File: config.mk
export PLATFORM = sky130hd
export DESIGN_NAME = smm_pin_mux
export DESIGN_NICKNAME = d
export VERILOG_FILES = /design/src/smm_pin_mux.v /design/src/smm_strap_latch.v
export VERILOG_INCLUDE_DIRS = /design/src
export SDC_FILE = /design/constraint.sdc
export NUM_CORES = 1
export LEC_CHECK = 0
export BUFFER_PORTS_ARGS = -buffer_cell sky130_fd_sc_hd__buf_2
export CAP_MARGIN = 20
export CORE_MARGIN = 5
export CORE_UTILIZATION = 40
export DETAILED_ROUTE_END_ITERATION = 12
export GPL_TIMING_DRIVEN = 0
export PLACE_DENSITY = 0.65
export SKIP_CTS_REPAIR_TIMING = 1
export SLEW_MARGIN = 40
export SYNTH_ARGS = -nofsm -noshare
export SYNTH_HDL_FRONTEND = slang
export SYNTH_HIERARCHICAL = 1
export SYNTH_SLANG_ARGS = --single-unit
File: constraint.sdc
create_clock -name MCLK -period 4.55 [get_ports MCLK]
set_input_delay 0.6825 -clock MCLK [delete_from_list [all_inputs] [get_ports MCLK]]
set_output_delay 0.6825 -clock MCLK [all_outputs]
set_load 0.005 [all_outputs]
File: src/smm_regs.vh
// Constants for the strap and mode pin function block.
// Assumes one 125 MHz clock and straps that are settled by power-up.
// Operation
// - Mode strap high/float/low picks slave/master/pin
// - Low load request starts EEPROM configuration load
// - Load request pin never reverts to threshold input
// - Failed EEPROM load stalls device forever
// - Load-done output stays high after failed load
// - Load-done high until load passes, then low
// - Master drives bus clock while loading only
// - Group equalization straps set group lane equalization
// - Equalization straps set lane equalization only in pin mode
// - Bus modes: per-lane equalization, group B eq is address three
// - Pin mode: group B swing strap sets amplitude
// - Bus modes: group B swing pins become address
// - Pin mode: group A swing strap sets amplitude
// - Bus modes: group A swing pins carry bus wires
// - Threshold strap used in pin and slave modes
// - Bus modes: address straps give slave address
`ifndef SMM_REGS_VH
`define SMM_REGS_VH

// =====================================================================
// Strap level codes
`define SMM_LVL_LOW 2'h0
`define SMM_LVL_FLOAT 2'h1
`define SMM_LVL_HIGH 2'h2

// =====================================================================
// Modes
`define SMM_MODE_PIN 2'h0
`define SMM_MODE_MASTER 2'h1
`define SMM_MODE_SLAVE 2'h2

// =====================================================================
// Register offsets and fields
`define SMM_REG_STATUS 8'h01
`define SMM_REG_SD_CFG 8'h08
`define SMM_REG_LANE_EQ 8'h10
`define SMM_REG_LANE_SW 8'h20
`define SMM_LANE_MASK 8'hF8
`define SMM_SD_CFG_RESET 8'h00
`define SMM_SD_READBACK_BIT 2
`define SMM_LANE_EQ_RESET 2'h0
`define SMM_LANE_SW_RESET 2'h0
`define SMM_SIGNAL_DETECT_THRESHOLD_DEFAULT 2'h1

// =====================================================================
// Timing
`define SMM_CLK_PERIOD_NS 8
`define SMM_STRAP_SETTLE_NS 100
`define SMM_STRAP_SETTLE_CYC ((`SMM_STRAP_SETTLE_NS + `SMM_CLK_PERIOD_NS - 1) / `SMM_CLK_PERIOD_NS)

`endif

File: src/smm_pin_mux.v
// Mode-dependent pin function logic of an eight-lane redriver.
// Assumes decoded strap level codes and an external bus engine that
// performs register writes and reports EEPROM load pass or fail.
`timescale 1ns/1ps
`include "smm_regs.vh"

module smm_pin_mux (
  input wire MCLK,
  input wire RESETN,
  input wire [1:0] MANAGEMENT_MODE_SELECT,
  input wire [1:0] GROUP_A_EQUALIZATION_LEVEL,
  input wire [1:0] GROUP_B_EQUALIZATION_LEVEL,
  input wire [1:0] LOAD_REQ_THRESHOLD_PIN,
  input wire GROUP_A_SWING0_SDA_I,
  input wire GROUP_A_SWING1_SCL_I,
  input wire GROUP_B_SWING0_AD1,
  input wire GROUP_B_SWING1_AD0,
  input wire SLAVE_ADDRESS_STRAP2,
  input wire [1:0] SPARE_STRAP_TWO,
  input wire [1:0] SPARE_STRAP_THREE,
  input wire BUS_SCL_DRIVE_LOW,
  input wire BUS_SDA_DRIVE_LOW,
  input wire EE_LOAD_OK,
  input wire EE_LOAD_FAIL,
  input wire REG_WR,
  input wire [7:0] REG_ADDR,
  input wire [7:0] REG_WDATA,
  output reg [7:0] REG_RDATA,
  output reg [1:0] MODE,
  output reg STRAPS_VALID,
  output reg [3:0] SLAVE_ADDRESS,
  output reg [15:0] LANE_EQ,
  output reg [15:0] LANE_SWING,
  output reg [1:0] SIGNAL_DETECT_THRESHOLD,
  output reg SD_READBACK_EN,
  output reg EE_LOAD_START,
  output reg ALL_DONE,
  output reg SCL_O,
  output reg SCL_OE_N,
  output reg SDA_O,
  output reg SDA_OE_N
);

  localparam [31:0] SETTLE_FULL = `SMM_STRAP_SETTLE_CYC;
  localparam [7:0] SETTLE_CYC = SETTLE_FULL[7:0];
  localparam [2:0] ST_SETTLE = 3'h0;
  localparam [2:0] ST_IDLE = 3'h1;
  localparam [2:0] ST_LOAD = 3'h2;
  localparam [2:0] ST_DONE = 3'h3;
  localparam [2:0] ST_STALL = 3'h4;

  reg [2:0] state;
  reg [7:0] settle_cnt;
  reg capture;
  reg [7:0] sd_cfg;
  reg [1:0] lane_eq_reg [0:7];
  reg [1:0] lane_sw_reg [0:7];
  reg [1:0] next_mode;
  wire [1:0] mode_raw, eqa_s, eqb_s, sdth_s;
  wire [1:0] swa_s, swb_s;
  wire ad2_s;
  wire bus_mode;
  wire loading;
  integer i;
  integer j;

  // =====================================================================
  // Strap capture, once per reset
  smm_strap_latch #(.W(2)) u_mode (.clk(MCLK), .resetn(RESETN), .capture(capture),
    .pin(MANAGEMENT_MODE_SELECT), .value(mode_raw));
  smm_strap_latch #(.W(2)) u_eqa (.clk(MCLK), .resetn(RESETN), .capture(capture),
    .pin(GROUP_A_EQUALIZATION_LEVEL), .value(eqa_s));
  smm_strap_latch #(.W(2)) u_eqb (.clk(MCLK), .resetn(RESETN), .capture(capture),
    .pin(GROUP_B_EQUALIZATION_LEVEL), .value(eqb_s));
  smm_strap_latch #(.W(2)) u_swa (.clk(MCLK), .resetn(RESETN), .capture(capture),
    .pin({GROUP_A_SWING1_SCL_I, GROUP_A_SWING0_SDA_I}), .value(swa_s));
  smm_strap_latch #(.W(2)) u_swb (.clk(MCLK), .resetn(RESETN), .capture(capture),
    .pin({GROUP_B_SWING1_AD0, GROUP_B_SWING0_AD1}), .value(swb_s));
  smm_strap_latch #(.W(2)) u_sdth (.clk(MCLK), .resetn(RESETN), .capture(capture),
    .pin(LOAD_REQ_THRESHOLD_PIN), .value(sdth_s));
  smm_strap_latch #(.W(1)) u_ad2 (.clk(MCLK), .resetn(RESETN), .capture(capture),
    .pin(SLAVE_ADDRESS_STRAP2), .value(ad2_s));

  // Fourth level code counts as high: only low and float are distinct
  always @* begin
    if (mode_raw == `SMM_LVL_LOW) begin
      next_mode = `SMM_MODE_PIN;
    end else if (mode_raw == `SMM_LVL_FLOAT) begin
      next_mode = `SMM_MODE_MASTER;
    end else begin
      next_mode = `SMM_MODE_SLAVE;
    end
  end

  assign bus_mode = (MODE != `SMM_MODE_PIN);
  assign loading = (state == ST_LOAD);

  // =====================================================================
  // Settle timer and load sequence
  always @(posedge MCLK) begin
    if (!RESETN) begin
      state <= ST_SETTLE;
      settle_cnt <= 8'h00;
      capture <= 1'b0;
      STRAPS_VALID <= 1'b0;
      MODE <= `SMM_MODE_PIN;
      EE_LOAD_START <= 1'b0;
      ALL_DONE <= 1'b1;
    end else begin
      EE_LOAD_START <= 1'b0;
      capture <= 1'b0;
      case (state)
        ST_SETTLE: begin
          settle_cnt <= settle_cnt + 8'h01;
          if (settle_cnt == SETTLE_CYC - 8'h01) begin
            capture <= 1'b1;
          end
          if (capture) begin
            STRAPS_VALID <= 1'b1;
            state <= ST_IDLE;
          end
        end
        ST_IDLE: begin
          MODE <= next_mode;
          // Pin is a load request in master mode only while idle; after the load it is ignored
          if (next_mode == `SMM_MODE_MASTER && LOAD_REQ_THRESHOLD_PIN == `SMM_LVL_LOW) begin
            EE_LOAD_START <= 1'b1;
            state <= ST_LOAD;
          end
        end
        ST_LOAD: begin
          if (EE_LOAD_FAIL) begin
            state <= ST_STALL;
          end else if (EE_LOAD_OK) begin
            ALL_DONE <= 1'b0;
            state <= ST_DONE;
          end
        end
        ST_DONE: begin
          ALL_DONE <= 1'b0;
        end
        ST_STALL: begin
          ALL_DONE <= 1'b1; // No way out but reset
        end
        default: begin
          state <= ST_SETTLE;
        end
      endcase
    end
  end

  // =====================================================================
  // Registers; only meaningful once a bus mode is active
  always @(posedge MCLK) begin
    if (!RESETN) begin
      sd_cfg <= `SMM_SD_CFG_RESET;
      for (i = 0; i < 8; i = i + 1) begin
        lane_eq_reg[i] <= `SMM_LANE_EQ_RESET;
        lane_sw_reg[i] <= `SMM_LANE_SW_RESET;
      end
    end else if (REG_WR && bus_mode && state != ST_STALL) begin
      if (REG_ADDR == `SMM_REG_SD_CFG) begin
        sd_cfg <= REG_WDATA;
      end else if ((REG_ADDR & `SMM_LANE_MASK) == `SMM_REG_LANE_EQ) begin
        lane_eq_reg[REG_ADDR[2:0]] <= REG_WDATA[1:0];
      end else if ((REG_ADDR & `SMM_LANE_MASK) == `SMM_REG_LANE_SW) begin
        lane_sw_reg[REG_ADDR[2:0]] <= REG_WDATA[1:0];
      end
    end
  end

  always @(posedge MCLK) begin
    if (!RESETN) begin
      REG_RDATA <= 8'h00;
    end else if (REG_ADDR == `SMM_REG_SD_CFG) begin
      REG_RDATA <= sd_cfg;
    end else if (REG_ADDR == `SMM_REG_STATUS) begin
      REG_RDATA <= {2'h0, MODE, ALL_DONE, state};
    end else if ((REG_ADDR & `SMM_LANE_MASK) == `SMM_REG_LANE_EQ) begin
      REG_RDATA <= {6'h00, lane_eq_reg[REG_ADDR[2:0]]};
    end else if ((REG_ADDR & `SMM_LANE_MASK) == `SMM_REG_LANE_SW) begin
      REG_RDATA <= {6'h00, lane_sw_reg[REG_ADDR[2:0]]};
    end else begin
      REG_RDATA <= 8'h00;
    end
  end

  // =====================================================================
  // Lane settings and pin functions
  always @(posedge MCLK) begin
    if (!RESETN) begin
      LANE_EQ <= 16'h0000;
      LANE_SWING <= 16'h0000;
      SLAVE_ADDRESS <= 4'h0;
      SIGNAL_DETECT_THRESHOLD <= `SMM_SIGNAL_DETECT_THRESHOLD_DEFAULT;
      SD_READBACK_EN <= 1'b0;
      SCL_O <= 1'b0;
      SCL_OE_N <= 1'b1;
      SDA_O <= 1'b0;
      SDA_OE_N <= 1'b1;
    end else begin
      SD_READBACK_EN <= sd_cfg[`SMM_SD_READBACK_BIT];
      for (j = 0; j < 4; j = j + 1) begin
        if (bus_mode) begin
          LANE_EQ[2*j +: 2] <= lane_eq_reg[j];
          LANE_EQ[2*j+8 +: 2] <= lane_eq_reg[j+4];
          LANE_SWING[2*j +: 2] <= lane_sw_reg[j];
          LANE_SWING[2*j+8 +: 2] <= lane_sw_reg[j+4];
        end else begin
          LANE_EQ[2*j +: 2] <= eqa_s;
          LANE_EQ[2*j+8 +: 2] <= eqb_s;
          LANE_SWING[2*j +: 2] <= swa_s;
          LANE_SWING[2*j+8 +: 2] <= swb_s;
        end
      end
      if (bus_mode) begin
        // Group B equalization pin reads as a logic level here
        SLAVE_ADDRESS <= {eqb_s != `SMM_LVL_LOW, ad2_s, swb_s[0], swb_s[1]};
      end else begin
        SLAVE_ADDRESS <= 4'h0;
      end
      // Decoded mode, so the strap never shows for a cycle as master mode starts
      if (next_mode != `SMM_MODE_MASTER) begin
        SIGNAL_DETECT_THRESHOLD <= sdth_s;
      end else begin
        SIGNAL_DETECT_THRESHOLD <= `SMM_SIGNAL_DETECT_THRESHOLD_DEFAULT;
      end
      // Open drain: output is always low, enable gates it
      SCL_O <= 1'b0;
      SDA_O <= 1'b0;
      SCL_OE_N <= ~(bus_mode && STRAPS_VALID && (loading || MODE == `SMM_MODE_SLAVE)
        && BUS_SCL_DRIVE_LOW);
      SDA_OE_N <= ~(bus_mode && STRAPS_VALID && BUS_SDA_DRIVE_LOW);
    end
  end

endmodule // smm_pin_mux

File: src/smm_strap_latch.v
// One strap capture register, loaded once by a capture strobe.
// Assumes the strap input is steady while the strobe is high.
`timescale 1ns/1ps

module smm_strap_latch #(
  parameter W = 2
) (
  input wire clk,
  input wire resetn,
  input wire capture,
  input wire [W-1:0] pin,
  output reg [W-1:0] value
);

  // =====================================================================
  // Capture after reset release, never from reset itself
  always @(posedge clk) begin
    if (!resetn) begin
      value <= {W{1'b0}};
    end else if (capture) begin
      value <= pin;
    end
  end

endmodule // smm_strap_latch

### Yosys cells after proc, flatten, opt, wreduce, memory -nomap -nowiden

Memory sizes are Yosys's and may differ from the RTL's.
Cells that the tools add are included.

* register bits: 87
* bits in writable memories: 32
* bits of input ports: 40
* output and inout port bits: 56
* word-level logic and storage cells: 123
* memories: 2

Memories
* lane_eq_reg: words 8, bits a word 2, rd ports 9, clocked after memory_dff 0, write ports 8, line smm_pin_mux.v:56 `reg [1:0] lane_eq_reg [0:7];`
* lane_sw_reg: words 8, bits a word 2, rd ports 9, clocked after memory_dff 0, write ports 8, line smm_pin_mux.v:57 `reg [1:0] lane_sw_reg [0:7];`

* add/sub/neg operators: 1
* equality and inequality tests: 19
* mux-type cells: 50
* bitwise gates (word level): 3
* reductions and logical operators: 25

Operators with widths (count)
* $mux 2: 22
* $mux 1: 18
* $mux 3: 6
* $eq 8x4->1 const B: 2
* $pmux 3 s4: 1
* $reduce_and 2->1: 6
* $add 8x1->8 const B: 1
* $eq 8x1->1 const B: 1
* $mux 8: 1
* $ne 2x2->1 const B: 4
* $logic_and 1x1->1: 7
* $eq 3x2->1 const B: 2
* $mux 6: 1
* $ne 3x3->1 const B: 2
* $reduce_or 2->1: 3
* $eq 5x2->1 const B: 1
* $eq 5x3->1 const B: 1
* $eq 2x1->1 const B: 2
* $logic_not 2->1: 2
* $reduce_and 4->1: 1
* $reduce_bool 2->1: 2
* $eq 3x1->1 const B: 1
* $eq 3x3->1 const B: 1
* $logic_not 3->1: 1
* other kinds (7): 9

### Longest topological paths before layout

Gate-level depths: netlist of run 1.

* depth in word-level cells: 9
* mapped depth: 7
* mapped depth without buffers: 5

### By module

The synthesis of run 1 kept the hierarchy.

By module, submodules not included
* smm_pin_mux: instances 1, cells an instance 423, area an instance 4366.7 sq um
* smm_strap_latch at u_eqa ...: instances 6, cells an instance 6, area an instance 72.6 sq um
* smm_strap_latch at u_ad2: instances 1, cells an instance 3, area an instance 36.3 sq um

### Worst setup path before layout of run 1

No wires, ideal clock.

* kind: input-to-reg
* from: input port REG_ADDR[7]
* to: memory lane_eq_reg[0][0], enable pin
* library setup time: 0.327 ns
* arrival time: 1.831 ns
* data required time: 4.223 ns
* slack: 2.392 ns
* stages on the path: 4
* path through: or2_2 -> nor4b_2 -> nand3_1 -> o21ai_0

RTL lines
* start: declaration: line smm_pin_mux.v:26 `input wire [7:0] REG_ADDR,`
* end: declaration: line smm_pin_mux.v:56

==> results of run 1 <==
-- cell families (layout without fill, tap and decap cells) --
group,count (synthesis),in the layout,synth area share (%)
AND/OR/NAND/NOR,187,187,19.6
flip-flops,119,119,55.9
AO/OA/AOI/OAI,74,74,10.4
multiplexers,36,36,8.95
buffers and inverters,36,157,3.28
XOR/XNOR,7,7,1.27
adder cells (fa/ha/maj),2,2,0.517
other,1,2,0.0775
-- where the power goes --
| group | internal (W) | switching (W) |
|---|---|---|
| Combinational | 0.0000460 | 0.0000594 |
| Sequential | 0.00110 | 0.00000797 |
| Clock | 0.000905 | 0.000474 |
-- cell type report --
class / count / area share, %
flip-flops and latches: 119 / 44.4
multi-input cells: 308 / 32.6
repair buffers: 89 / 7.32
clock buffers: 17 / 6.99
clock inverters: 15 / 3.04
well taps: 147 / 3.02
plain buffers: 28 / 2.12
inverters: 8 / 0.494
-- worst reg2reg max path, stage by stage (launching register included) --
cell                       delay [ns]
sky130_fd_sc_hd__dfxtp_1         0.45
sky130_fd_sc_hd__or2_2           0.15
sky130_fd_sc_hd__clkbuf_1        0.42
sky130_fd_sc_hd__clkbuf_1        0.55
sky130_fd_sc_hd__nand2_1         0.13
sky130_fd_sc_hd__a21boi_0        0.27
-- final timing paths --
kind / end / slack (ns) / depth (start not counted)
worst max-delay path: lane_eq_reg[6][1] / 2.24 / 5
worst min-delay path: SDA_OE_N / 0.44 / 1
worst max register to register: LANE_EQ[15] / 2.48 / 5
worst min register to register: SDA_OE_N / 0.44 / 1
-- through the flow --
| stage | instances | util [%] | hold slack [ns] | worst slack, ns |
|---|---|---|---|---|
| 3_3_place_gp | 699 | 45.9 | 0.414 | 1.84 |
| 3_5_place_dp | 699 | 45.9 | 0.418 | 1.82 |
| 5_1_grt | 731 | 51.1 | 0.456 | 1.98 |
| 4_1_cts | 731 | 51.1 | 0.432 | 2.26 |
| 2_1_floorplan | 463 | - | 0.411 | 2.39 |
| 6_report | 731 | 51.1 | 0.437 | 2.24 |
-- layer usage --
metal  up-vias  share of wire, %  GRT usage, %
li1       1811                 -             -
met1      1771                43          21.1
met2       106                48          28.4
met3        19               6.7          5.98
met4         2               1.9          8.73
met5         -             0.082             0
-- cell usage in the layout, fill, tap and decap left out, types with 3 or more instances in the layout --
master                        n
sky130_fd_sc_hd__buf_2       93
sky130_fd_sc_hd__edfxtp_1    32
sky130_fd_sc_hd__buf_4        3
sky130_fd_sc_hd__clkbuf_16   17
sky130_fd_sc_hd__bufinv_16    4
sky130_fd_sc_hd__nand2_1     56
sky130_fd_sc_hd__a21boi_0    32
sky130_fd_sc_hd__nand2b_1     7
sky130_fd_sc_hd__xnor2_1      6
sky130_fd_sc_hd__o21ai_0     20
sky130_fd_sc_hd__mux4_2       4
sky130_fd_sc_hd__a22oi_1      5
sky130_fd_sc_hd__clkinv_2     4
sky130_fd_sc_hd__a21oi_1      5
sky130_fd_sc_hd__inv_1        8
sky130_fd_sc_hd__nand3_1     11
sky130_fd_sc_hd__nor2b_1     28
sky130_fd_sc_hd__clkinvlp_4   5
sky130_fd_sc_hd__mux2i_1     29
sky130_fd_sc_hd__or2_2        3
sky130_fd_sc_hd__clkbuf_1    18
sky130_fd_sc_hd__and3_1      12
sky130_fd_sc_hd__nor2_1      43
sky130_fd_sc_hd__dfxtp_1     86
sky130_fd_sc_hd__nor3_1       3
sky130_fd_sc_hd__and2_1      12
==> impl_metrics.tcl, run 1 <==
set metrics [dict create \
    clockRootBuffer "sky130_fd_sc_hd__clkbuf_16" \
    fp.dieArea_um2 14400 \
    worst_ir_drop_vdd_mv 0.198 \
    vias 3709 \
    synth_seq_area_share_pct 55.9 \
    power_density_nw_per_um2 426 \
    sequential_cell_area_um2 2700 \
    pin_count_of_the_biggest_net_entering_global_routing 17 \
    netlist_instances 462 \
    placementRows 40 \
    path_clk_slew_ns 0.05 \
    count_of_flip_flops_with_a_built_in_enable_after_synthesis 32 \
    synth-seq-cells 119 \
    path_max_fanout 14 \
    synth.avg_cell_area_um2 10.5 \
    grt_pass1_wl_um 19400 \
    grt_setup_unrepaired "false" \
    tns_ns 0 \
    critPathLaunchType "input pin" \
    multi_input_area_um2 1980 \
    timing.critical_path.max_delay_family "buffers and inverters" \
    synthDistinctLibCells 49 \
    holdCritStartpoint "STRAPS_VALID" \
    worstSkewPairLatency_ns 0.42 \
    dp_hpwl_um 8910 \
    dpl_cell_area_um2 5470 \
    drt.antenna.violating_nets 0 \
    gp_routability_congestion 0.852 \
    nets 613 \
    synth_top_area_share_pct 36.0 \
    clkSinkCount 119 \
    ys.warnings.count 6 \
    report.power.total_w 0.00259 \
    io_pins 96 \
    max_slew.worst_pin.slew_ns 0.634 \
    fillers 1095 \
    n_antenna_cell 0 \
    number_of_global_route_vias_before_repair 3887 \
    leakagePower_nw 2.47 \
    detail_route.iter0.violations 296 \
    max_freq_mhz 434 \
    htree_levels 4 \
    dieWidth_um 120 \
    synth.cells.most_frequent "sky130_fd_sc_hd__dfxtp_1 (87), sky130_fd_sc_hd__nand2_1 (56), sky130_fd_sc_hd__nor2_1 (43), sky130_fd_sc_hd__a21boi_0 (32), sky130_fd_sc_hd__edfxtp_1 (32)" \
    cp_data_arrival_time_ns 2.39 \
    setup.worst_path.class "input pin to register" \
    final_period_minus_worst_setup_slack_ns 2.31 \
    final-setup-viol-count 0 \
    worst_setup_path_end_kind "register" \
    cp_cell_sequence "buf_2 > clkbuf_1 > clkbuf_1 > nand3_1 > o21ai_0" \
    floorplan.initialDensity_pct 40.6 \
    max_stage_delay_ns 0.43 \
    finalHoldViolations 0 \
    detail_route.drc_violations 0 \
    layout-area-overhead-vs-synth_pct 25.7 \
    required_ns 4.64 \
    synthDominantAreaCellType "sky130_fd_sc_hd__dfxtp_1" \
    cap_violations 0 \
    tritoncts "done" \
    wl_per_cell_um 16.6 \
    die_y_um 120 \
    synth_area_um2 4840 \
    global_route_usage_over_all_layers_pct 17.7 \
    cp_common_cell "sky130_fd_sc_hd__clkbuf_1" \
    status "finished, final reports clean" \
    buffers_plus_inverters_on_the_worst_setup_path 3 \
    proportion_of_synthesized_flip_flops_having_asynchronous_set_or_reset_pct 0 \
    postSynth.topFlopCell "sky130_fd_sc_hd__dfxtp_1" \
    final_min_period_over_clock_period_pct 50.7 \
    layout.cell_area.non_filler_um2 6080 \
    routed_wl_um 12100 \
    min_path_type "register to register" \
    detail_route.first_pass.iterations 4 \
    placement.io_buffers 89 \
    worst_r2r_startpoint "MODE[1]" \
    synth.top_cells.by_area "sky130_fd_sc_hd__dfxtp_1 (36%), sky130_fd_sc_hd__edfxtp_1 (20%), sky130_fd_sc_hd__mux2i_1 (6.0%)" \
    timing.clock.skew_ns 0.0138 \
    slowest_stage "sky130_fd_sc_hd__clkbuf_1" \
    clockBufferDepth 2 \
    cts_made_buffers 17 \
    pins_over_slew_limit 0 \
    globalRouteOverflowTotal 0 \
    fraction_of_final_layout_cells_with_drive_strength_greater_than_1_pct 24.7 \
    yosys.cell_count.top_type "sky130_fd_sc_hd__dfxtp_1" \
    timing.slew.headroom_pct 57.7 \
    route.detailed.vias_per_inst 5.07 \
    antenna_found_initial 1 \
    crit_path_start "RESETN" \
    placeableCoreArea_um2 11900 \
]
Power figures use the tool's default switching activity.
==> run 2, diff against run 1 <==
ABC_AREA = 1   (was unset)
PLACE_DENSITY = 0.67   (was 0.65)
clock period = 1.9 ns   (was 4.55 ns; I/O delays follow)
==> impl_metrics.tcl, run 2 <==
set metrics [dict create \
    clkSinkCount 119 \
    final-setup-viol-count 0 \
    grt_pass1_wl_um 19800 \
    dpl_cell_area_um2 5550 \
    pins_over_slew_limit 0 \
    worst_setup_path_end_kind "register" \
    power_density_nw_per_um2 1120 \
    worst_ir_drop_vdd_mv 0.572 \
    yosys.cell_count.top_type "sky130_fd_sc_hd__nand2_1" \
    layout_commonest_cell "sky130_fd_sc_hd__nand2_1" \
    placement.io_buffers 89 \
    synth.cells.most_frequent "sky130_fd_sc_hd__nand2_1 (131), sky130_fd_sc_hd__nor2_1 (101), sky130_fd_sc_hd__dfxtp_1 (87), sky130_fd_sc_hd__inv_1 (83), sky130_fd_sc_hd__o21ai_0 (38)" \
    vias 4166 \
    required_ns 2.02 \
    grt_setup_unrepaired "false" \
    routed_wl_um 12400 \
    n_antenna_cell 0 \
    netlist_instances 604 \
    critPathLaunchType "register" \
    placeableCoreArea_um2 12000 \
    drt.antenna.violating_nets 0 \
    timing.clock.skew_ns 0.0106 \
    setup.worst_path.class "register to register" \
    synth_seq_area_share_pct 55.0 \
    htree_levels 4 \
    min_path_type "input pin to register" \
    wl_per_cell_um 14.2 \
    count_of_flip_flops_with_a_built_in_enable_after_synthesis 32 \
    tns_ns 0 \
    final_min_period_over_clock_period_pct 91.0 \
    synth_top_area_share_pct 35.5 \
    path_max_fanout 8 \
    synthDistinctLibCells 38 \
    clockRootBuffer "sky130_fd_sc_hd__clkbuf_16" \
    layout.cell_area.non_filler_um2 6160 \
    placementRows 40 \
    synth-seq-cells 119 \
    cts_made_buffers 17 \
    postSynth.topFlopCell "sky130_fd_sc_hd__dfxtp_1" \
    leakagePower_nw 3.06 \
    fraction_of_final_layout_cells_with_drive_strength_greater_than_1_pct 23.1 \
    final_period_minus_worst_setup_slack_ns 1.73 \
    top_library_cells_by_usage_in_the_layout_fill_and_taps_aside "sky130_fd_sc_hd__nand2_1 (131), sky130_fd_sc_hd__nor2_1 (101), sky130_fd_sc_hd__buf_2 (93), sky130_fd_sc_hd__dfxtp_1 (86), sky130_fd_sc_hd__inv_1 (83)" \
    synth.top_cells.by_area "sky130_fd_sc_hd__dfxtp_1 (35%), sky130_fd_sc_hd__edfxtp_1 (20%), sky130_fd_sc_hd__nand2_1 (10%)" \
    ys.warnings.count 6 \
    synthDominantAreaCellType "sky130_fd_sc_hd__dfxtp_1" \
    finalHoldViolations 0 \
    max_freq_mhz 578 \
    antenna_found_initial 0 \
    cap_violations 0 \
    detail_route.first_pass.iterations 5 \
    detail_route.iter0.violations 271 \
    status "finished, final reports clean" \
    synth.avg_cell_area_um2 8.13 \
    number_of_global_route_vias_before_repair 4059 \
    globalRouteOverflowTotal 0 \
    pin_count_of_the_biggest_net_entering_global_routing 28 \
    die_y_um 121 \
    detail_route.drc_violations 0 \
    worstSkewPairLatency_ns 0.42 \
    layout-area-overhead-vs-synth_pct 25.4 \
    gp_routability_congestion 0.980 \
    cp_data_arrival_time_ns 1.85 \
    floorplan.initialDensity_pct 40.9 \
    io_pins 96 \
    global_route_usage_over_all_layers_pct 17.6 \
    synth_area_um2 4910 \
    fp.dieArea_um2 14600 \
    max_slew.worst_pin.slew_ns 0.639 \
    dieWidth_um 121 \
    route.detailed.vias_per_inst 4.78 \
    timing.slew.headroom_pct 57.4 \
    tritoncts "done" \
    dp_hpwl_um 9300 \
    path_clk_slew_ns 0.05 \
    proportion_of_synthesized_flip_flops_having_asynchronous_set_or_reset_pct 0 \
    nets 755 \
    clockBufferDepth 2 \
]
[run 2: changes by cell type after synthesis, sizes merged, moves of 12 or more]
cell / before / now
nor2: 43 / 107
a21boi: 32 / 0
nand2: 56 / 150
nand3: 12 / 29
nor2b: 28 / 0
mux2i: 29 / 0
and3: 12 / 0
o21ai: 21 / 52
and2: 12 / 0
inv: 8 / 92
[run 2: routing by layer]
layer  track usage [%]  wire length [um]  up-vias  part of all wire, %
li1                  -                 -     2093                    -
met1              20.7              5090     1903                   41
met2              30.2              6200      144                   50
met3              4.21               778       26                  6.3
met4              8.64               301        0                  2.4
met5                 0                 0        -                    0
[run 2: cell type report]
class                           count  area (um2)
Multi-Input combinational cell    376        1780
Tap cell                          147         184
Clock buffer                       24         556
Inverter                           94         353
Buffer                             16        80.1
Timing Repair Buffer               89         445
Sequential cell                   119        2700
Clock inverter                      6        56.3
Fill cell                        1128        5850
[run 2: critical path, cell delays in order, from the launching register on]
cell and delay, ns:
sky130_fd_sc_hd__dfxtp_1 0.37, sky130_fd_sc_hd__inv_1 0.08, sky130_fd_sc_hd__nand2_1 0.15, sky130_fd_sc_hd__nand3_2 0.15
sky130_fd_sc_hd__inv_2 0.10, sky130_fd_sc_hd__nand2_2 0.09, sky130_fd_sc_hd__nor2_8 0.30, sky130_fd_sc_hd__nand2_4 0.08
sky130_fd_sc_hd__nand2_1 0.12
[run 2: power breakdown]
group	total (W)	internal (W)	switching, W
logic	0.000818	0.000251	0.000567
registers	0.00284	0.00276	0.0000830
clock network	0.00322	0.00215	0.00108
total	0.00688	0.00516	0.00173
[run 2: cell families after synthesis]
logic type | Yosys count | synth area share (%)
AOI/OAI and AO/OA | 74 | 7.92
adders and majority gates | 2 | 0.509
other | 1 | 0.0763
DFF | 119 | 55.0
and+or+nand+nor | 296 | 27.3
xor gates and xnor gates | 2 | 0.357
buffers and inverters | 110 | 8.81
[run 2: worst paths after layout]
kind / startpoint / endpoint / slack (ns) / cells after the start
setup reg to reg: MODE[0] / lane_eq_reg[1][1] / 0.17 / 8
setup / recovery: MODE[0] / lane_eq_reg[1][1] / 0.17 / 8
hold / removal: BUS_SDA_DRIVE_LOW / SDA_OE_N / 0.09 / 2
hold reg to reg: sd_cfg[6] / REG_RDATA[6] / 0.43 / 2
[run 2: stage by stage]
stage | hold slack [ns] | total power [W] | instances | worst slack [ns] | util [%]
after global routing | 0.0790 | 0.00715 | 871 | 0.0504 | 51.3
after global placement | 0.416 | 0.00366 | 841 | 0.0652 | 46.2
after floorplan | 0.370 | 0.00337 | 605 | 0.397 | -
final | 0.0906 | 0.00688 | 871 | 0.171 | 51.3
after CTS | 0.0768 | 0.00691 | 871 | 0.184 | 51.3
after detailed placement | 0.422 | 0.00370 | 841 | 0.0258 | 46.2
==> run 3, diff against run 2 <==
PLACE_DENSITY = unset   (was 0.67)
==> impl_metrics.tcl, run 3 (same netlist as run 2, synthesis figures left out) <==
set metrics [dict create \
    status "finished, final reports clean" \
    nets 755 \
    worst_r2r_startpoint "MODE[0]" \
    placementRows 40 \
    timing.clock.skew_ns 0.00687 \
    multi_input_area_um2 1780 \
    detail_route.iter0.violations 315 \
    required_ns 2.02 \
    max_stage_delay_ns 0.38 \
    grt_pass1_wl_um 19900 \
    vias 4119 \
    worstRegToRegCells 8 \
    cp_cell_sequence "inv_1 > nand2_1 > nand3_2 > inv_2 > nand2_2 > nor2_8 > nand2_4 > nand2_1" \
    final_period_minus_worst_setup_slack_ns 1.73 \
    wl_per_cell_um 14.1 \
    global_route_usage_over_all_layers_pct 17.6 \
    fraction_of_final_layout_cells_with_drive_strength_greater_than_1_pct 23.1 \
    final_core_utilization_pct 51.2 \
    cap_violations 0 \
    detail_route.first_pass.iterations 5 \
    final-setup-viol-count 0 \
    max_slew.worst_pin.slew_ns 0.664 \
    layout_commonest_cell "sky130_fd_sc_hd__nand2_1" \
    die_y_um 121 \
    path_max_fanout 8 \
    htree_levels 4 \
    globalRouteOverflowTotal 0 \
    antenna_found_initial 0 \
    fp.dieArea_um2 14600 \
    route.detailed.vias_per_inst 4.72 \
    routed_wl_um 12300 \
    leakagePower_nw 3.05 \
    critical_path.endpoint "lane_eq_reg[0][1]" \
    io_pins 96 \
    drt.antenna.violating_nets 0 \
    clockRootBuffer "sky130_fd_sc_hd__clkbuf_16" \
    worst_ir_drop_vdd_mv 0.582 \
    max_freq_mhz 580 \
    rrSetupSlack_ns 0.17 \
    pins_over_slew_limit 0 \
    top_library_cells_by_usage_in_the_layout_fill_and_taps_aside "sky130_fd_sc_hd__nand2_1 (131), sky130_fd_sc_hd__nor2_1 (101), sky130_fd_sc_hd__buf_2 (93), sky130_fd_sc_hd__dfxtp_1 (86), sky130_fd_sc_hd__inv_1 (83)" \
    worst_setup_path_end_kind "register" \
    dieWidth_um 121 \
    final_min_period_over_clock_period_pct 90.8 \
    dp_hpwl_um 9320 \
    gp_routability_congestion 0.905 \
    n_antenna_cell 0 \
    worstSkewPairLatency_ns 0.42 \
    crit_path_start "MODE[0]" \
    slowest_stage "sky130_fd_sc_hd__dfxtp_1" \
    timing.slew.headroom_pct 55.7 \
    path_clk_slew_ns 0.05 \
    destination_of_the_worst_register_to_register_timing_path "lane_eq_reg[0][1]" \
    sequential_cell_area_um2 2700 \
    tns_ns 0 \
    cp_data_arrival_time_ns 1.84 \
    fillers 1169 \
    number_of_global_route_vias_before_repair 4044 \
    clkSinkCount 119 \
    cp_common_cell "sky130_fd_sc_hd__nand2_1" \
    critPathLaunchType "register" \
    pin_count_of_the_biggest_net_entering_global_routing 28 \
    min_path_type "input pin to register" \
    detail_route.drc_violations 0 \
    layout.cell_area.non_filler_um2 6150 \
    finalHoldViolations 0 \
    setup.worst_path.class "register to register" \
    power_density_nw_per_um2 1100 \
    cts_made_buffers 17 \
    grt_setup_unrepaired "false" \
    holdCritStartpoint "BUS_SDA_DRIVE_LOW" \
    placeableCoreArea_um2 12000 \
    layout-area-overhead-vs-synth_pct 25.1 \
    tritoncts "done" \
    dpl_cell_area_um2 5550 \
    floorplan.initialDensity_pct 40.9 \
    placement.io_buffers 89 \
    clockBufferDepth 2 \
]
-- run 3: changes by cell type in the layout (fill, tap and decap cells not counted) --
cell	previous run	this run
sky130_fd_sc_hd__inv_4	1	0
sky130_fd_sc_hd__clkbuf_1	8	9
sky130_fd_sc_hd__clkinv_2	4	7
sky130_fd_sc_hd__clkbuf_16	20	19
-- run 3: worst max-delay path: cells and delay by family, from the launching register on --
family / cells / cell delay [ns]
buffers and inverters: 2 / 0.19
DFF: 1 / 0.38
and+or+nand+nor: 6 / 0.86
-- run 3: metal layers --
layer | GRT usage, % | part of all wire, %
met1 | 22.5 | 46
met2 | 27.6 | 45
met3 | 5.66 | 6.6
met4 | 7.22 | 2.1
met5 | 0 | 0
-- run 3: cell type report --
cell class	instances	area share, %
Sequential cell	119	44.0
Multi-Input combinational cell	376	29.0
Clock buffer	24	8.69
Timing Repair Buffer	89	7.25
Inverter	94	5.74
Tap cell	147	2.99
Buffer	16	1.30
Clock inverter	8	1.06
-- run 3: how the worst min path moves through the flow --
stage                        to  cells past startpoint  slack, ns
2_1_floorplan          SDA_OE_N                      1       0.37
3_3_place_gp   SLAVE_ADDRESS[2]                      2       0.42
3_5_place_dp   SLAVE_ADDRESS[2]                      2       0.43
4_1_cts                SDA_OE_N                      2       0.04
5_1_grt                SDA_OE_N                      2       0.04
6_report               SDA_OE_N                      2       0.06
-- run 3: stage by stage --
| step | total power [W] | setup slack, ns | hold slack, ns | cells |
|---|---|---|---|---|
| finish | 0.00679 | 0.175 | 0.0567 | 873 |
| global route | 0.00711 | 0.0367 | 0.0446 | 873 |
| CTS | 0.00684 | 0.175 | 0.0442 | 873 |
| detailed placement | 0.00369 | -0.000307 | 0.425 | 841 |
| global placement | 0.00368 | -0.0172 | 0.423 | 841 |
| floorplan | 0.00337 | 0.397 | 0.370 | 605 |
-- run 3: power by group --
group	internal, W	switching, W	total, W	leakage [nW]
Combinational	0.000251	0.000554	0.000806	1.71
Clock	0.00207	0.00107	0.00314	0.306
Sequential	0.00276	0.0000826	0.00284	1.03
Total	0.00508	0.00170	0.00679	3.05
